<file path="src/logic/cbt_consts.svh">
`ifndef CBT_CONSTS_SVH
`define CBT_CONSTS_SVH
// Register byte addresses
`define CBT_ADDR_CTRL   8'h00
`define CBT_ADDR_ALERT  8'h04
`define CBT_ADDR_BAL    8'h08
`define CBT_ADDR_CBT0   8'h0C
`define CBT_ADDR_CBT5   8'h20
`define CBT_ADDR_PDT    8'h24
`define CBT_ADDR_STAT   8'h28
// Reset values and writable masks
`define CBT_CTRL_RST    16'h0000
`define CBT_CTRL_MASK   16'hF768
`define CBT_ALERT_RST   8'h00
`define CBT_BAL_RST     6'h00
`define CBT_TMR_RST     5'h00
// Control field positions
`define CBT_CONV_HI     15
`define CBT_CONV_LO     14
`define CBT_RDB_HI      13
`define CBT_RDB_LO      12
`define CBT_AVG_HI      10
`define CBT_AVG_LO      9
`define CBT_SWPD_BIT    8
`define CBT_ACQ_HI      6
`define CBT_ACQ_LO      5
`define CBT_TERM_BIT    3
// Alert temperature exclusion field
`define CBT_TEXC_HI     1
`define CBT_TEXC_LO     0
// Channel masks
`define CBT_TEMP_ALL    6'h3F
`define CBT_TEMP_ODD    6'h15
`define CBT_TEMP_NONE   6'h00
`define CBT_TFLT_NO5    6'h2F
`define CBT_TFLT_NO53   6'h2B
// Timer limits
`define CBT_CBT_MAX     5'h1E
// Timing
`define CBT_CLK_NS      10
`define CBT_ACQ_STEP_NS 400
`define CBT_MINUTE_S    60
`define CBT_NS_PER_S    1000000000
// AXI responses
`define CBT_RESP_OK     2'h0
`define CBT_RESP_ERR    2'h2
`endif

</file>
<file path="src/logic/cbt_pkg.sv">
package cbt_pkg;
	// Power sequencing states, one-hot
	typedef enum logic [3:0] {
		CBT_RUN  = 4'h1,
		CBT_WAIT = 4'h2,
		CBT_HWPD = 4'h4,
		CBT_SWPD = 4'h8
	} cbt_state_e;

	// Conversion configuration handed to the converter
	typedef struct packed {
		logic [1:0] conv_sel;
		logic [1:0] readback_sel;
		logic [1:0] avg_sel;
		logic [1:0] acq_sel;
		logic       term_en;
	} cbt_cfg_s;
endpackage

</file>
<file path="src/logic/cbt_bal_timer.sv">
`timescale 1ns/100ps
`include "cbt_consts.svh"
// One balance on-time countdown in minutes
module cbt_bal_timer (
	input  wire logic       aclk,
	input  wire logic       aresetn,
	input  wire logic       start,
	input  wire logic [4:0] limit,
	input  wire logic       tick,
	output logic            expire,
	output logic [4:0]      remain
);
	logic [4:0] cnt_r; // Minutes left, zero means idle

	// Load on switch-on, count down on each minute tick
	always_ff @(posedge aclk) begin
		if (!aresetn) begin
			cnt_r <= `CBT_TMR_RST;
		end else if (start) begin
			cnt_r <= limit;
		end else if (tick && cnt_r != `CBT_TMR_RST) begin
			cnt_r <= cnt_r - 5'h01;
		end
	end

	// Last minute ends: output returns off
	assign expire = tick && !start && cnt_r == 5'h01;
	assign remain = cnt_r;
endmodule

</file>
<file path="src/logic/cbt_top.sv">
`timescale 1ns/100ps
`include "cbt_consts.svh"
// Contract
// - Control bits 15:14 choose temperature conversions
// - Conversion select: all, odd three, none, selftest
// - Control bits 13:12 choose readback count
// - Alert bits 1:0 exclude temperatures from faults
// - Exclusion: none, fifth, fifth and third
// - Bits 6:5 give acquisition 400ns steps
// - Shutdown pin fall starts full power-down
// - Bit 8 set starts software power-down
// - Shutdown delay 0 to 31 minutes
// - Request while running starts delay, then powers down; pin fall in software power-down goes straight to full power-down
// - Shutdown delay register resets to zero
// - Six balance outputs from balance register
// - Balance register resets to zero
// - Six balance timers, 0 to 30 minutes
// - Timer expiry switches balance output off
// - Balance timer registers reset to zero
// - Zero delay: immediate off and power-down
// - Nonzero delay: balancing continues until expiry
module cbt_top #(
	parameter logic [32:0] MIN_CYC = 33'(64'(`CBT_MINUTE_S)
		* 64'(`CBT_NS_PER_S) / 64'(`CBT_CLK_NS))
) (
	input  wire logic              aclk,
	input  wire logic              aresetn,
	input  wire logic [7:0]        awaddr,
	input  wire logic              awvalid,
	output logic                   awready,
	input  wire logic [31:0]       wdata,
	input  wire logic [3:0]        wstrb,
	input  wire logic              wvalid,
	output logic                   wready,
	output logic [1:0]             bresp,
	output logic                   bvalid,
	input  wire logic              bready,
	input  wire logic [7:0]        araddr,
	input  wire logic              arvalid,
	output logic                   arready,
	output logic [31:0]            rdata,
	output logic [1:0]             rresp,
	output logic                   rvalid,
	input  wire logic              rready,
	input  wire logic              shutdown_n_pin,
	output logic [5:0]             cell_balance_output,
	output cbt_pkg::cbt_cfg_s      cfg,
	output logic [5:0]             temp_conv_en,
	output logic [5:0]             temp_fault_en,
	output logic                   self_test_mode,
	output logic [7:0]             acq_cycles,
	output logic                   full_pd,
	output logic                   soft_pd,
	output logic                   core_power_en,
	output logic                   link_power_en
);
	import cbt_pkg::*;

	// Acquisition step in clock cycles
	localparam logic [7:0] ACQ_STEP =
		8'(`CBT_ACQ_STEP_NS / `CBT_CLK_NS);

	// Bus write holding
	logic        aw_hold_r;   // Address taken, waiting for data
	logic [7:0]  aw_addr_r;   // Held write address
	logic        w_hold_r;    // Data taken, waiting for address
	logic [31:0] w_data_r;    // Held write data
	logic [3:0]  w_strb_r;    // Held byte enables
	logic        bvalid_r;    // Write response pending
	logic [1:0]  bresp_r;     // Write response code
	logic        rvalid_r;    // Read data pending
	logic [31:0] rdata_r;     // Read data
	logic [1:0]  rresp_r;     // Read response code

	// Registers
	logic [15:0] ctrl_r;      // Control
	logic [7:0]  alert_r;     // Alert configuration
	logic [5:0]  bal_r;       // Balance outputs wanted
	logic [4:0]  cbt_r [6];   // Balance on-time limits
	logic [4:0]  pdt_r;       // Shutdown delay in minutes
	logic [4:0]  pd_cnt_r;    // Minutes left before power-down
	logic        pd_hw_r;     // Pending request came from the pin
	cbt_state_e  state_r;     // Power state
	cbt_state_e  state_nxt;   // Next power state

	// Pin synchroniser and edge history
	logic        pin_s1_r;    // First stage, read by second only
	logic        pin_s2_r;    // Second stage
	logic        pin_d_r;     // Previous synchronised level

	// Minute divider
	logic [32:0] div_r;       // Cycle count within a minute
	logic        tick;        // One-minute enable pulse

	// Write decode
	logic        wr_go;       // Both halves held, perform write
	logic        wr_ctrl;
	logic        wr_alert;
	logic        wr_bal;
	logic        wr_cbt;
	logic        wr_pdt;
	logic [7:0]  cbt_off;     // Offset into timer block
	logic [2:0]  cbt_idx;     // Balance timer addressed
	logic        wr_hit;      // Write address is mapped
	logic [15:0] wr_val;      // Write data merged by lanes
	logic [15:0] ctrl_new;    // Control after this write
	logic [4:0]  cbt_new;     // Clamped timer limit

	// Read decode
	logic        rd_cbt;
	logic [2:0]  rd_idx;
	logic        rd_hit;
	logic [31:0] rd_mux;
	logic [31:0] stat_w;      // Status word

	// Power control
	logic        hw_req;      // Pin fell
	logic        sw_req;      // Bit 8 newly set
	logic        pd_enter;    // Power-down takes effect now
	logic [5:0]  bal_start;   // Output just switched on
	logic [5:0]  bal_exp;     // Output on-time elapsed
	logic [4:0]  bal_rem [6]; // Minutes left per output

	// Bus handshakes
	assign awready = !aw_hold_r;
	assign wready  = !w_hold_r;
	assign arready = !rvalid_r;
	assign bvalid  = bvalid_r;
	assign bresp   = bresp_r;
	assign rvalid  = rvalid_r;
	assign rdata   = rdata_r;
	assign rresp   = rresp_r;
	assign wr_go   = aw_hold_r && w_hold_r && !bvalid_r;

	// Address capture for writes, in either order
	always_ff @(posedge aclk) begin
		if (!aresetn) begin
			aw_hold_r <= 1'b0;
			aw_addr_r <= 8'h00;
		end else if (awvalid && awready) begin
			aw_hold_r <= 1'b1;
			aw_addr_r <= awaddr;
		end else if (wr_go) begin
			aw_hold_r <= 1'b0;
		end
	end

	// Data capture for writes
	always_ff @(posedge aclk) begin
		if (!aresetn) begin
			w_hold_r <= 1'b0;
			w_data_r <= 32'h0000_0000;
			w_strb_r <= 4'h0;
		end else if (wvalid && wready) begin
			w_hold_r <= 1'b1;
			w_data_r <= wdata;
			w_strb_r <= wstrb;
		end else if (wr_go) begin
			w_hold_r <= 1'b0;
		end
	end

	// Write response after both halves
	always_ff @(posedge aclk) begin
		if (!aresetn) begin
			bvalid_r <= 1'b0;
			bresp_r  <= `CBT_RESP_OK;
		end else if (wr_go) begin
			bvalid_r <= 1'b1;
			bresp_r  <= wr_hit ? `CBT_RESP_OK : `CBT_RESP_ERR;
		end else if (bready) begin
			bvalid_r <= 1'b0;
		end
	end

	// Write address decode
	assign wr_ctrl  = wr_go && aw_addr_r == `CBT_ADDR_CTRL;
	assign wr_alert = wr_go && aw_addr_r == `CBT_ADDR_ALERT;
	assign wr_bal   = wr_go && aw_addr_r == `CBT_ADDR_BAL;
	assign wr_pdt   = wr_go && aw_addr_r == `CBT_ADDR_PDT;
	assign cbt_off  = aw_addr_r - `CBT_ADDR_CBT0;
	assign cbt_idx  = cbt_off[4:2];
	assign wr_cbt   = wr_go && aw_addr_r >= `CBT_ADDR_CBT0
		&& aw_addr_r <= `CBT_ADDR_CBT5 && aw_addr_r[1:0] == 2'h0;
	assign wr_hit   = wr_ctrl || wr_alert || wr_bal || wr_pdt || wr_cbt
		|| aw_addr_r == `CBT_ADDR_STAT;

	// Lanes 0 and 1 carry every register
	assign wr_val = {w_strb_r[1] ? w_data_r[15:8] : ctrl_r[15:8],
		w_strb_r[0] ? w_data_r[7:0] : 8'h00};
	assign ctrl_new = wr_val & `CBT_CTRL_MASK;
	assign cbt_new  = wr_val[4:0] > `CBT_CBT_MAX ? `CBT_CBT_MAX
		: wr_val[4:0];

	// Control and alert configuration
	always_ff @(posedge aclk) begin
		if (!aresetn) begin
			ctrl_r  <= `CBT_CTRL_RST;
			alert_r <= `CBT_ALERT_RST;
		end else begin
			if (wr_ctrl && w_strb_r[0])
				ctrl_r <= ctrl_new;
			else if (wr_ctrl)
				ctrl_r <= {ctrl_new[15:8], ctrl_r[7:0]};
			if (wr_alert && w_strb_r[0])
				alert_r <= wr_val[7:0];
		end
	end

	// Shutdown delay register, zero after reset
	always_ff @(posedge aclk) begin
		if (!aresetn)
			pdt_r <= `CBT_TMR_RST;
		else if (wr_pdt && w_strb_r[0])
			pdt_r <= wr_val[4:0];
	end

	// Balance on-time limits, zero after reset
	always_ff @(posedge aclk) begin
		if (!aresetn) begin
			for (int i = 0; i < 6; i++)
				cbt_r[i] <= `CBT_TMR_RST;
		end else if (wr_cbt && w_strb_r[0]) begin
			cbt_r[cbt_idx] <= cbt_new;
		end
	end

	// Balance outputs: writes win over expiry; power-down clears
	always_ff @(posedge aclk) begin
		if (!aresetn)
			bal_r <= `CBT_BAL_RST;
		else if (pd_enter)
			bal_r <= `CBT_BAL_RST;
		else if (wr_bal && w_strb_r[0])
			bal_r <= wr_val[5:0];
		else
			bal_r <= bal_r & ~bal_exp;
	end

	// One on-time counter per balance output
	assign bal_start = {6{wr_bal && w_strb_r[0] && !pd_enter}}
		& wr_val[5:0] & ~bal_r;
	for (genvar g = 0; g < 6; g++) begin : g_bal
		cbt_bal_timer u_tmr (
			.aclk    (aclk),
			.aresetn (aresetn),
			.start   (bal_start[g]),
			.limit   (cbt_r[g]),
			.tick    (tick),
			.expire  (bal_exp[g]),
			.remain  (bal_rem[g])
		);
	end

	// Balance outputs held off in either power-down state
	always_ff @(posedge aclk) begin
		if (!aresetn)
			cell_balance_output <= `CBT_BAL_RST;
		else if (state_nxt == CBT_HWPD || state_nxt == CBT_SWPD)
			cell_balance_output <= `CBT_BAL_RST;
		else
			cell_balance_output <= pd_enter ? `CBT_BAL_RST
				: (wr_bal && w_strb_r[0] ? wr_val[5:0]
				: bal_r & ~bal_exp);
	end

	// Minute divider
	assign tick = div_r == MIN_CYC - 33'h1;
	always_ff @(posedge aclk) begin
		if (!aresetn || tick)
			div_r <= 33'h0;
		else
			div_r <= div_r + 33'h1;
	end

	// Pin synchroniser and falling-edge history
	always_ff @(posedge aclk) begin
		if (!aresetn) begin
			pin_s1_r <= 1'b1;
			pin_s2_r <= 1'b1;
			pin_d_r  <= 1'b1;
		end else begin
			pin_s1_r <= shutdown_n_pin;
			pin_s2_r <= pin_s1_r;
			pin_d_r  <= pin_s2_r;
		end
	end

	// Power-down requests
	assign hw_req = pin_d_r && !pin_s2_r;
	assign sw_req = wr_ctrl && w_strb_r[1]
		&& ctrl_new[`CBT_SWPD_BIT] && !ctrl_r[`CBT_SWPD_BIT];

	// Next power state
	always_comb begin
		state_nxt = state_r;
		case (state_r)
			CBT_RUN: begin
				if ((hw_req || sw_req) && pdt_r == `CBT_TMR_RST)
					state_nxt = hw_req ? CBT_HWPD : CBT_SWPD;
				else if (hw_req || sw_req)
					state_nxt = CBT_WAIT;
			end
			CBT_WAIT: begin
				if (tick && pd_cnt_r == 5'h01)
					state_nxt = pd_hw_r ? CBT_HWPD : CBT_SWPD;
			end
			CBT_HWPD: begin
				if (pin_s2_r)
					state_nxt = CBT_RUN;
			end
			CBT_SWPD: begin
				if (hw_req)
					state_nxt = CBT_HWPD;
				else if (!ctrl_r[`CBT_SWPD_BIT])
					state_nxt = CBT_RUN;
			end
			default: state_nxt = CBT_RUN;
		endcase
	end

	assign pd_enter = (state_r == CBT_RUN || state_r == CBT_WAIT)
		&& (state_nxt == CBT_HWPD || state_nxt == CBT_SWPD);

	// Power state and delay countdown
	always_ff @(posedge aclk) begin
		if (!aresetn) begin
			state_r  <= CBT_RUN;
			pd_cnt_r <= `CBT_TMR_RST;
			pd_hw_r  <= 1'b0;
		end else begin
			state_r <= state_nxt;
			if (state_r == CBT_RUN && state_nxt == CBT_WAIT) begin
				pd_cnt_r <= pdt_r;
				pd_hw_r  <= hw_req;
			end else if (state_r == CBT_WAIT && tick) begin
				pd_cnt_r <= pd_cnt_r - 5'h01;
			end
		end
	end

	// Power outputs
	assign full_pd       = state_r == CBT_HWPD;
	assign soft_pd       = state_r == CBT_SWPD;
	assign core_power_en = !full_pd && !soft_pd;
	assign link_power_en = !full_pd;

	// Conversion configuration
	assign cfg.conv_sel     = ctrl_r[`CBT_CONV_HI:`CBT_CONV_LO];
	assign cfg.readback_sel = ctrl_r[`CBT_RDB_HI:`CBT_RDB_LO];
	assign cfg.avg_sel      = ctrl_r[`CBT_AVG_HI:`CBT_AVG_LO];
	assign cfg.acq_sel      = ctrl_r[`CBT_ACQ_HI:`CBT_ACQ_LO];
	assign cfg.term_en      = ctrl_r[`CBT_TERM_BIT];
	assign temp_conv_en = cfg.conv_sel == 2'h0 ? `CBT_TEMP_ALL
		: cfg.conv_sel == 2'h1 ? `CBT_TEMP_ODD : `CBT_TEMP_NONE;
	assign self_test_mode = cfg.conv_sel == 2'h3;
	assign acq_cycles = ACQ_STEP * (8'(cfg.acq_sel) + 8'h01);

	// Temperature channels kept in fault detection
	assign temp_fault_en =
		alert_r[`CBT_TEXC_HI:`CBT_TEXC_LO] == 2'h1 ? `CBT_TFLT_NO5
		: alert_r[`CBT_TEXC_HI:`CBT_TEXC_LO] == 2'h2 ? `CBT_TFLT_NO53
		: `CBT_TEMP_ALL;

	// Status word
	assign stat_w = {10'h000, pd_cnt_r, bal_r, cell_balance_output,
		1'b0, state_r};

	// Read decode
	assign rd_cbt = araddr >= `CBT_ADDR_CBT0
		&& araddr <= `CBT_ADDR_CBT5 && araddr[1:0] == 2'h0;
	assign rd_idx = 3'((araddr - `CBT_ADDR_CBT0) >> 2);
	assign rd_hit = rd_cbt || araddr == `CBT_ADDR_CTRL
		|| araddr == `CBT_ADDR_ALERT || araddr == `CBT_ADDR_BAL
		|| araddr == `CBT_ADDR_PDT || araddr == `CBT_ADDR_STAT;
	assign rd_mux =
		araddr == `CBT_ADDR_CTRL  ? {16'h0000, ctrl_r}
		: araddr == `CBT_ADDR_ALERT ? {24'h000000, alert_r}
		: araddr == `CBT_ADDR_BAL   ? {26'h0000000, bal_r}
		: araddr == `CBT_ADDR_PDT   ? {27'h0000000, pdt_r}
		: araddr == `CBT_ADDR_STAT  ? stat_w
		: rd_cbt ? {19'h00000, bal_rem[rd_idx], 3'h0, cbt_r[rd_idx]}
		: 32'h0000_0000;

	// Read data one cycle after address
	always_ff @(posedge aclk) begin
		if (!aresetn) begin
			rvalid_r <= 1'b0;
			rdata_r  <= 32'h0000_0000;
			rresp_r  <= `CBT_RESP_OK;
		end else if (arvalid && arready) begin
			rvalid_r <= 1'b1;
			rdata_r  <= rd_mux;
			rresp_r  <= rd_hit ? `CBT_RESP_OK : `CBT_RESP_ERR;
		end else if (rready) begin
			rvalid_r <= 1'b0;
		end
	end
endmodule

</file>
<file path="config.mk">
export PLATFORM = sky130hd
export DESIGN_NAME = cbt_top
export DESIGN_NICKNAME = d
export VERILOG_FILES = /design/src/logic/cbt_pkg.sv /design/src/logic/cbt_bal_timer.sv /design/src/logic/cbt_top.sv
export VERILOG_INCLUDE_DIRS = /design/src /design/src/logic
export SDC_FILE = /design/constraint.sdc
export NUM_CORES = 1
export LEC_CHECK = 0
export BUFFER_PORTS_ARGS = -buffer_cell sky130_fd_sc_hd__clkbuf_2
export CAP_MARGIN = 20
export CORE_UTILIZATION = 55
export DETAILED_ROUTE_END_ITERATION = 16
export PLACE_DENSITY_LB_ADDON = 0.25
export SLEW_MARGIN = 40
export SYNTH_ARGS = -nofsm -noshare
export SYNTH_HDL_FRONTEND = slang
export SYNTH_HIERARCHICAL = 1
export SYNTH_SLANG_ARGS = --single-unit
</file>
<file path="constraint.sdc">
create_clock -name aclk -period 7.5 [get_ports aclk]
set_clock_uncertainty 0.05 [all_clocks]
set_input_delay 0.75 -clock aclk [delete_from_list [all_inputs] [get_ports aclk]]
set_output_delay 0.75 -clock aclk [all_outputs]
set_load 0.01 [all_outputs]
</file>
==> impl_metrics.json <==
{
  "status": "finished clean",
  "maxSlewViolCount": 0,
  "synth-edff-count": 40,
  "drt-total-wl_mm": 26.7,
  "grt_pass1_vias": 8090,
  "avgSynthCellArea_um2": 9.10,
  "clock_latency_ns": 0.51,
  "cellPowerDensity_nw_per_um2": 200,
  "worstPathRequired_ns": 7.90,
  "ys_warn_count": 6,
  "die_h_um": 142,
  "nNetsFinal": 1318,
  "fin_crit_sh_pct": 53.4,
  "hold_path.class": "input port to register",
  "place_congestion": 0.966,
  "dr.pass1.iters": 5,
  "rows": 50,
  "combPwrFrac_pct": 6.8,
  "regToRegStartpoint": "aw_addr_r[2]",
  "diodes": 0,
  "ys.flop_type": "dfxtp_1",
  "vias_per_cell": 5.89,
  "tightest_slew_ns": 0.789,
  "rr_endpoint": "cell_balance_output[1]",
  "cts_made_buffers": 23,
  "yosysSeqAreaShare_pct": 41.8,
  "grt_max_degree": 78,
  "cp-endpoint": "cell_balance_output[1]",
  "arrival_ns": 4.40,
  "dp_cells": 1467,
  "route.detailed.wl_per_inst_um": 17.7,
  "layout_common_cells": "dfxtp_1 (164), nand2_1 (106), clkbuf_2 (101)",
  "htree_levels": 1,
  "place_hpwl_mm": 19.3,
  "via_count": 8889,
  "layout.cells.non_filler": 1509,
  "async_flop_share_pct": 0,
  "clkPwrFrac_pct": 44.3,
  "cts-root-buf": "clkbuf_16",
  "start_util_pct": 56.8,
  "port_buffers": 102,
  "dpl_cell_area_um2": 11200,
  "dieArea_um2": 20100,
  "clock_sinks": 204,
  "synth_area_um2": 10700,
  "rsz0062_at_grt": "no",
  "end_kind": "register",
  "final_common_cell": "dfxtp_1",
  "fin_crit_ns": 4.01,
  "swShare_pct": 24.1,
  "ir_drop_mv": 0.162,
  "internal_power_w": 0.00180,
  "fin_area_um2": 11900,
  "reg2reg_slack_ns": 3.49,
  "ys_ff_latch": 204,
  "post-cts-setup-buffer-count": 0,
  "ys_types": 73,
  "finalPower_w": 0.00238,
  "clockBufferDepth": 3,
  "ant_nets": 0,
  "drc": 0,
  "fin_util_pct": 63.0,
  "switchingPower_w": 0.000573,
  "cp_max_fo": 11,
  "path_clk_slew_ns": 0.06,
  "antenna_found_initial": 0,
  "drv_cap": 0,
  "crit_type": "register to register",
  "area_growth_pct": 10.9,
  "critPathLaunchType": "register",
  "relSlewSlack_pct": 47.4,
  "max_freq_mhz": 250,
  "core_region_area_um2": 18900,
  "fin_tns_setup_ns": 0,
  "finalHoldViolCount": 0,
  "grt_pass1_wl_mm": 42.7,
  "syn_inst": 1179,
  "reg2reg_depth": 13,
  "fp.dieW_um": 142,
  "overflow": 0,
  "p_leak_nw": 4.52,
  "cts_tree": "yes",
  "critPathLaunch": "aw_addr_r[2]",
  "drive_gt1_share_pct": 16.8,
  "pwr-share-seq_pct": 49.0,
  "groute.usage.overall_pct": 26.6,
  "io_pins": 141,
  "setup_viol": 0,
  "drtIter0Drc": 715,
  "postCtsHoldBufs": 0,
  "cts_resized": 0
}
-- registers in the layout, summed over array words and instances (netlist names) --
register / count
cbt_r: 40
div_r: 33
g_bal.u_tmr/remain: 30
rdata: 22
w_data_r: 15
ctrl_r: 10
alert_r: 8
aw_addr_r: 8
bal_r: 6
cell_balance_output: 6
pd_cnt_r: 5
pdt_r: 5
state_r: 4
w_strb_r: 2
aw_hold_r: 1
bresp: 1
bvalid: 1
pd_hw_r: 1
pin_d_r: 1
pin_s1_r: 1
pin_s2_r: 1
rresp: 1
rvalid: 1
w_hold_r: 1
-- Yosys cell counts, types with 30 or more instances --
cell	instances	area, um^2
dfxtp_1	164	3280
inv_1	53	199
clkbuf_1	49	184
nand2_1	108	405
nand4_1	35	219
nor2b_1	30	188
edfxtp_1	40	1200
nand3_1	69	345
nor2_1	89	334
and2_1	30	188
o21ai_0	39	195
buf_4	33	248
a21oi_1	42	210
-- how the worst min path moves through the flow --
stage	from	end	slack, ns	depth (start not counted)
after floorplan	pin_s1_r	pin_s2_r	0.34	1
after global placement	pin_s1_r	pin_s2_r	0.39	1
after detailed placement	pin_s1_r	pin_s2_r	0.39	1
after CTS	shutdown_n_pin	pin_s1_r	0.36	2
after global routing	shutdown_n_pin	pin_s1_r	0.37	2
final	shutdown_n_pin	pin_s1_r	0.37	2
-- metrics by stage --
| stage | worst slack [ns] | hold slack, ns |
|---|---|---|
| floorplan | 4.41 | 0.336 |
| global placement | 3.64 | 0.390 |
| detailed placement | 3.60 | 0.393 |
| CTS | 3.53 | 0.358 |
| global route | 3.21 | 0.375 |
| finish | 3.49 | 0.371 |
-- worst max-delay path, stage by stage, from the launching register on --
cell and delay [ns]:
dfxtp_1 0.49, inv_2 0.17, ha_1 0.34, nor4bb_1 0.19, nand4_1 0.27, o31a_1 0.27
a31oi_4 0.20, or2_4 0.33, nor3b_2 0.62, inv_1 0.21, and4_1 0.29, a211oi_1 0.23
o21ai_1 0.13, nor2_1 0.12
-- layer usage --
layer  wire, um  share of wire (%)  up-vias  track usage (%)
met5          0                  0        -                0
met4        621                2.3        0             7.53
met3       1930                7.2       47             4.39
met2      12100                 45      336             42.4
met1      12000                 45     4201             37.3
li1           -                  -     4305                -
-- cells by family (layout without fill, tap and decap cells) --
logic type,after synthesis,after routing,synth area share [%]
and+or+nand+nor,508,508,26.6
AOI/OAI and AO/OA,206,206,13.0
DFF,204,204,41.8
buffers and inverters,153,206,6.69
muxes,43,43,5.79
xor gates and xnor gates,37,37,3.02
adders and majority gates,26,26,3.03
other,2,19,0.0700
-- cell type report --
type / count / area [um^2]
fillers: 1632 / 6990
multi-input cells: 839 / 5610
clock inverters: 12 / 66.3
repair buffers: 110 / 573
inverters: 54 / 203
flip-flops and latches: 204 / 4480
well taps: 260 / 325
clock buffers: 30 / 642
-- power by group through the flow --
stage | clock network, W | registers [W] | logic (W)
final | 0.00105 | 0.00116 | 0.000161
after detailed placement | 0 | 0.00119 | 0.000160
after CTS | 0.00107 | 0.00116 | 0.000160
after global routing | 0.00111 | 0.00116 | 0.000177
after global placement | 0 | 0.00119 | 0.000156
after floorplan | 0 | 0.00118 | 0.000118
(Power assumes the default switching activity.)
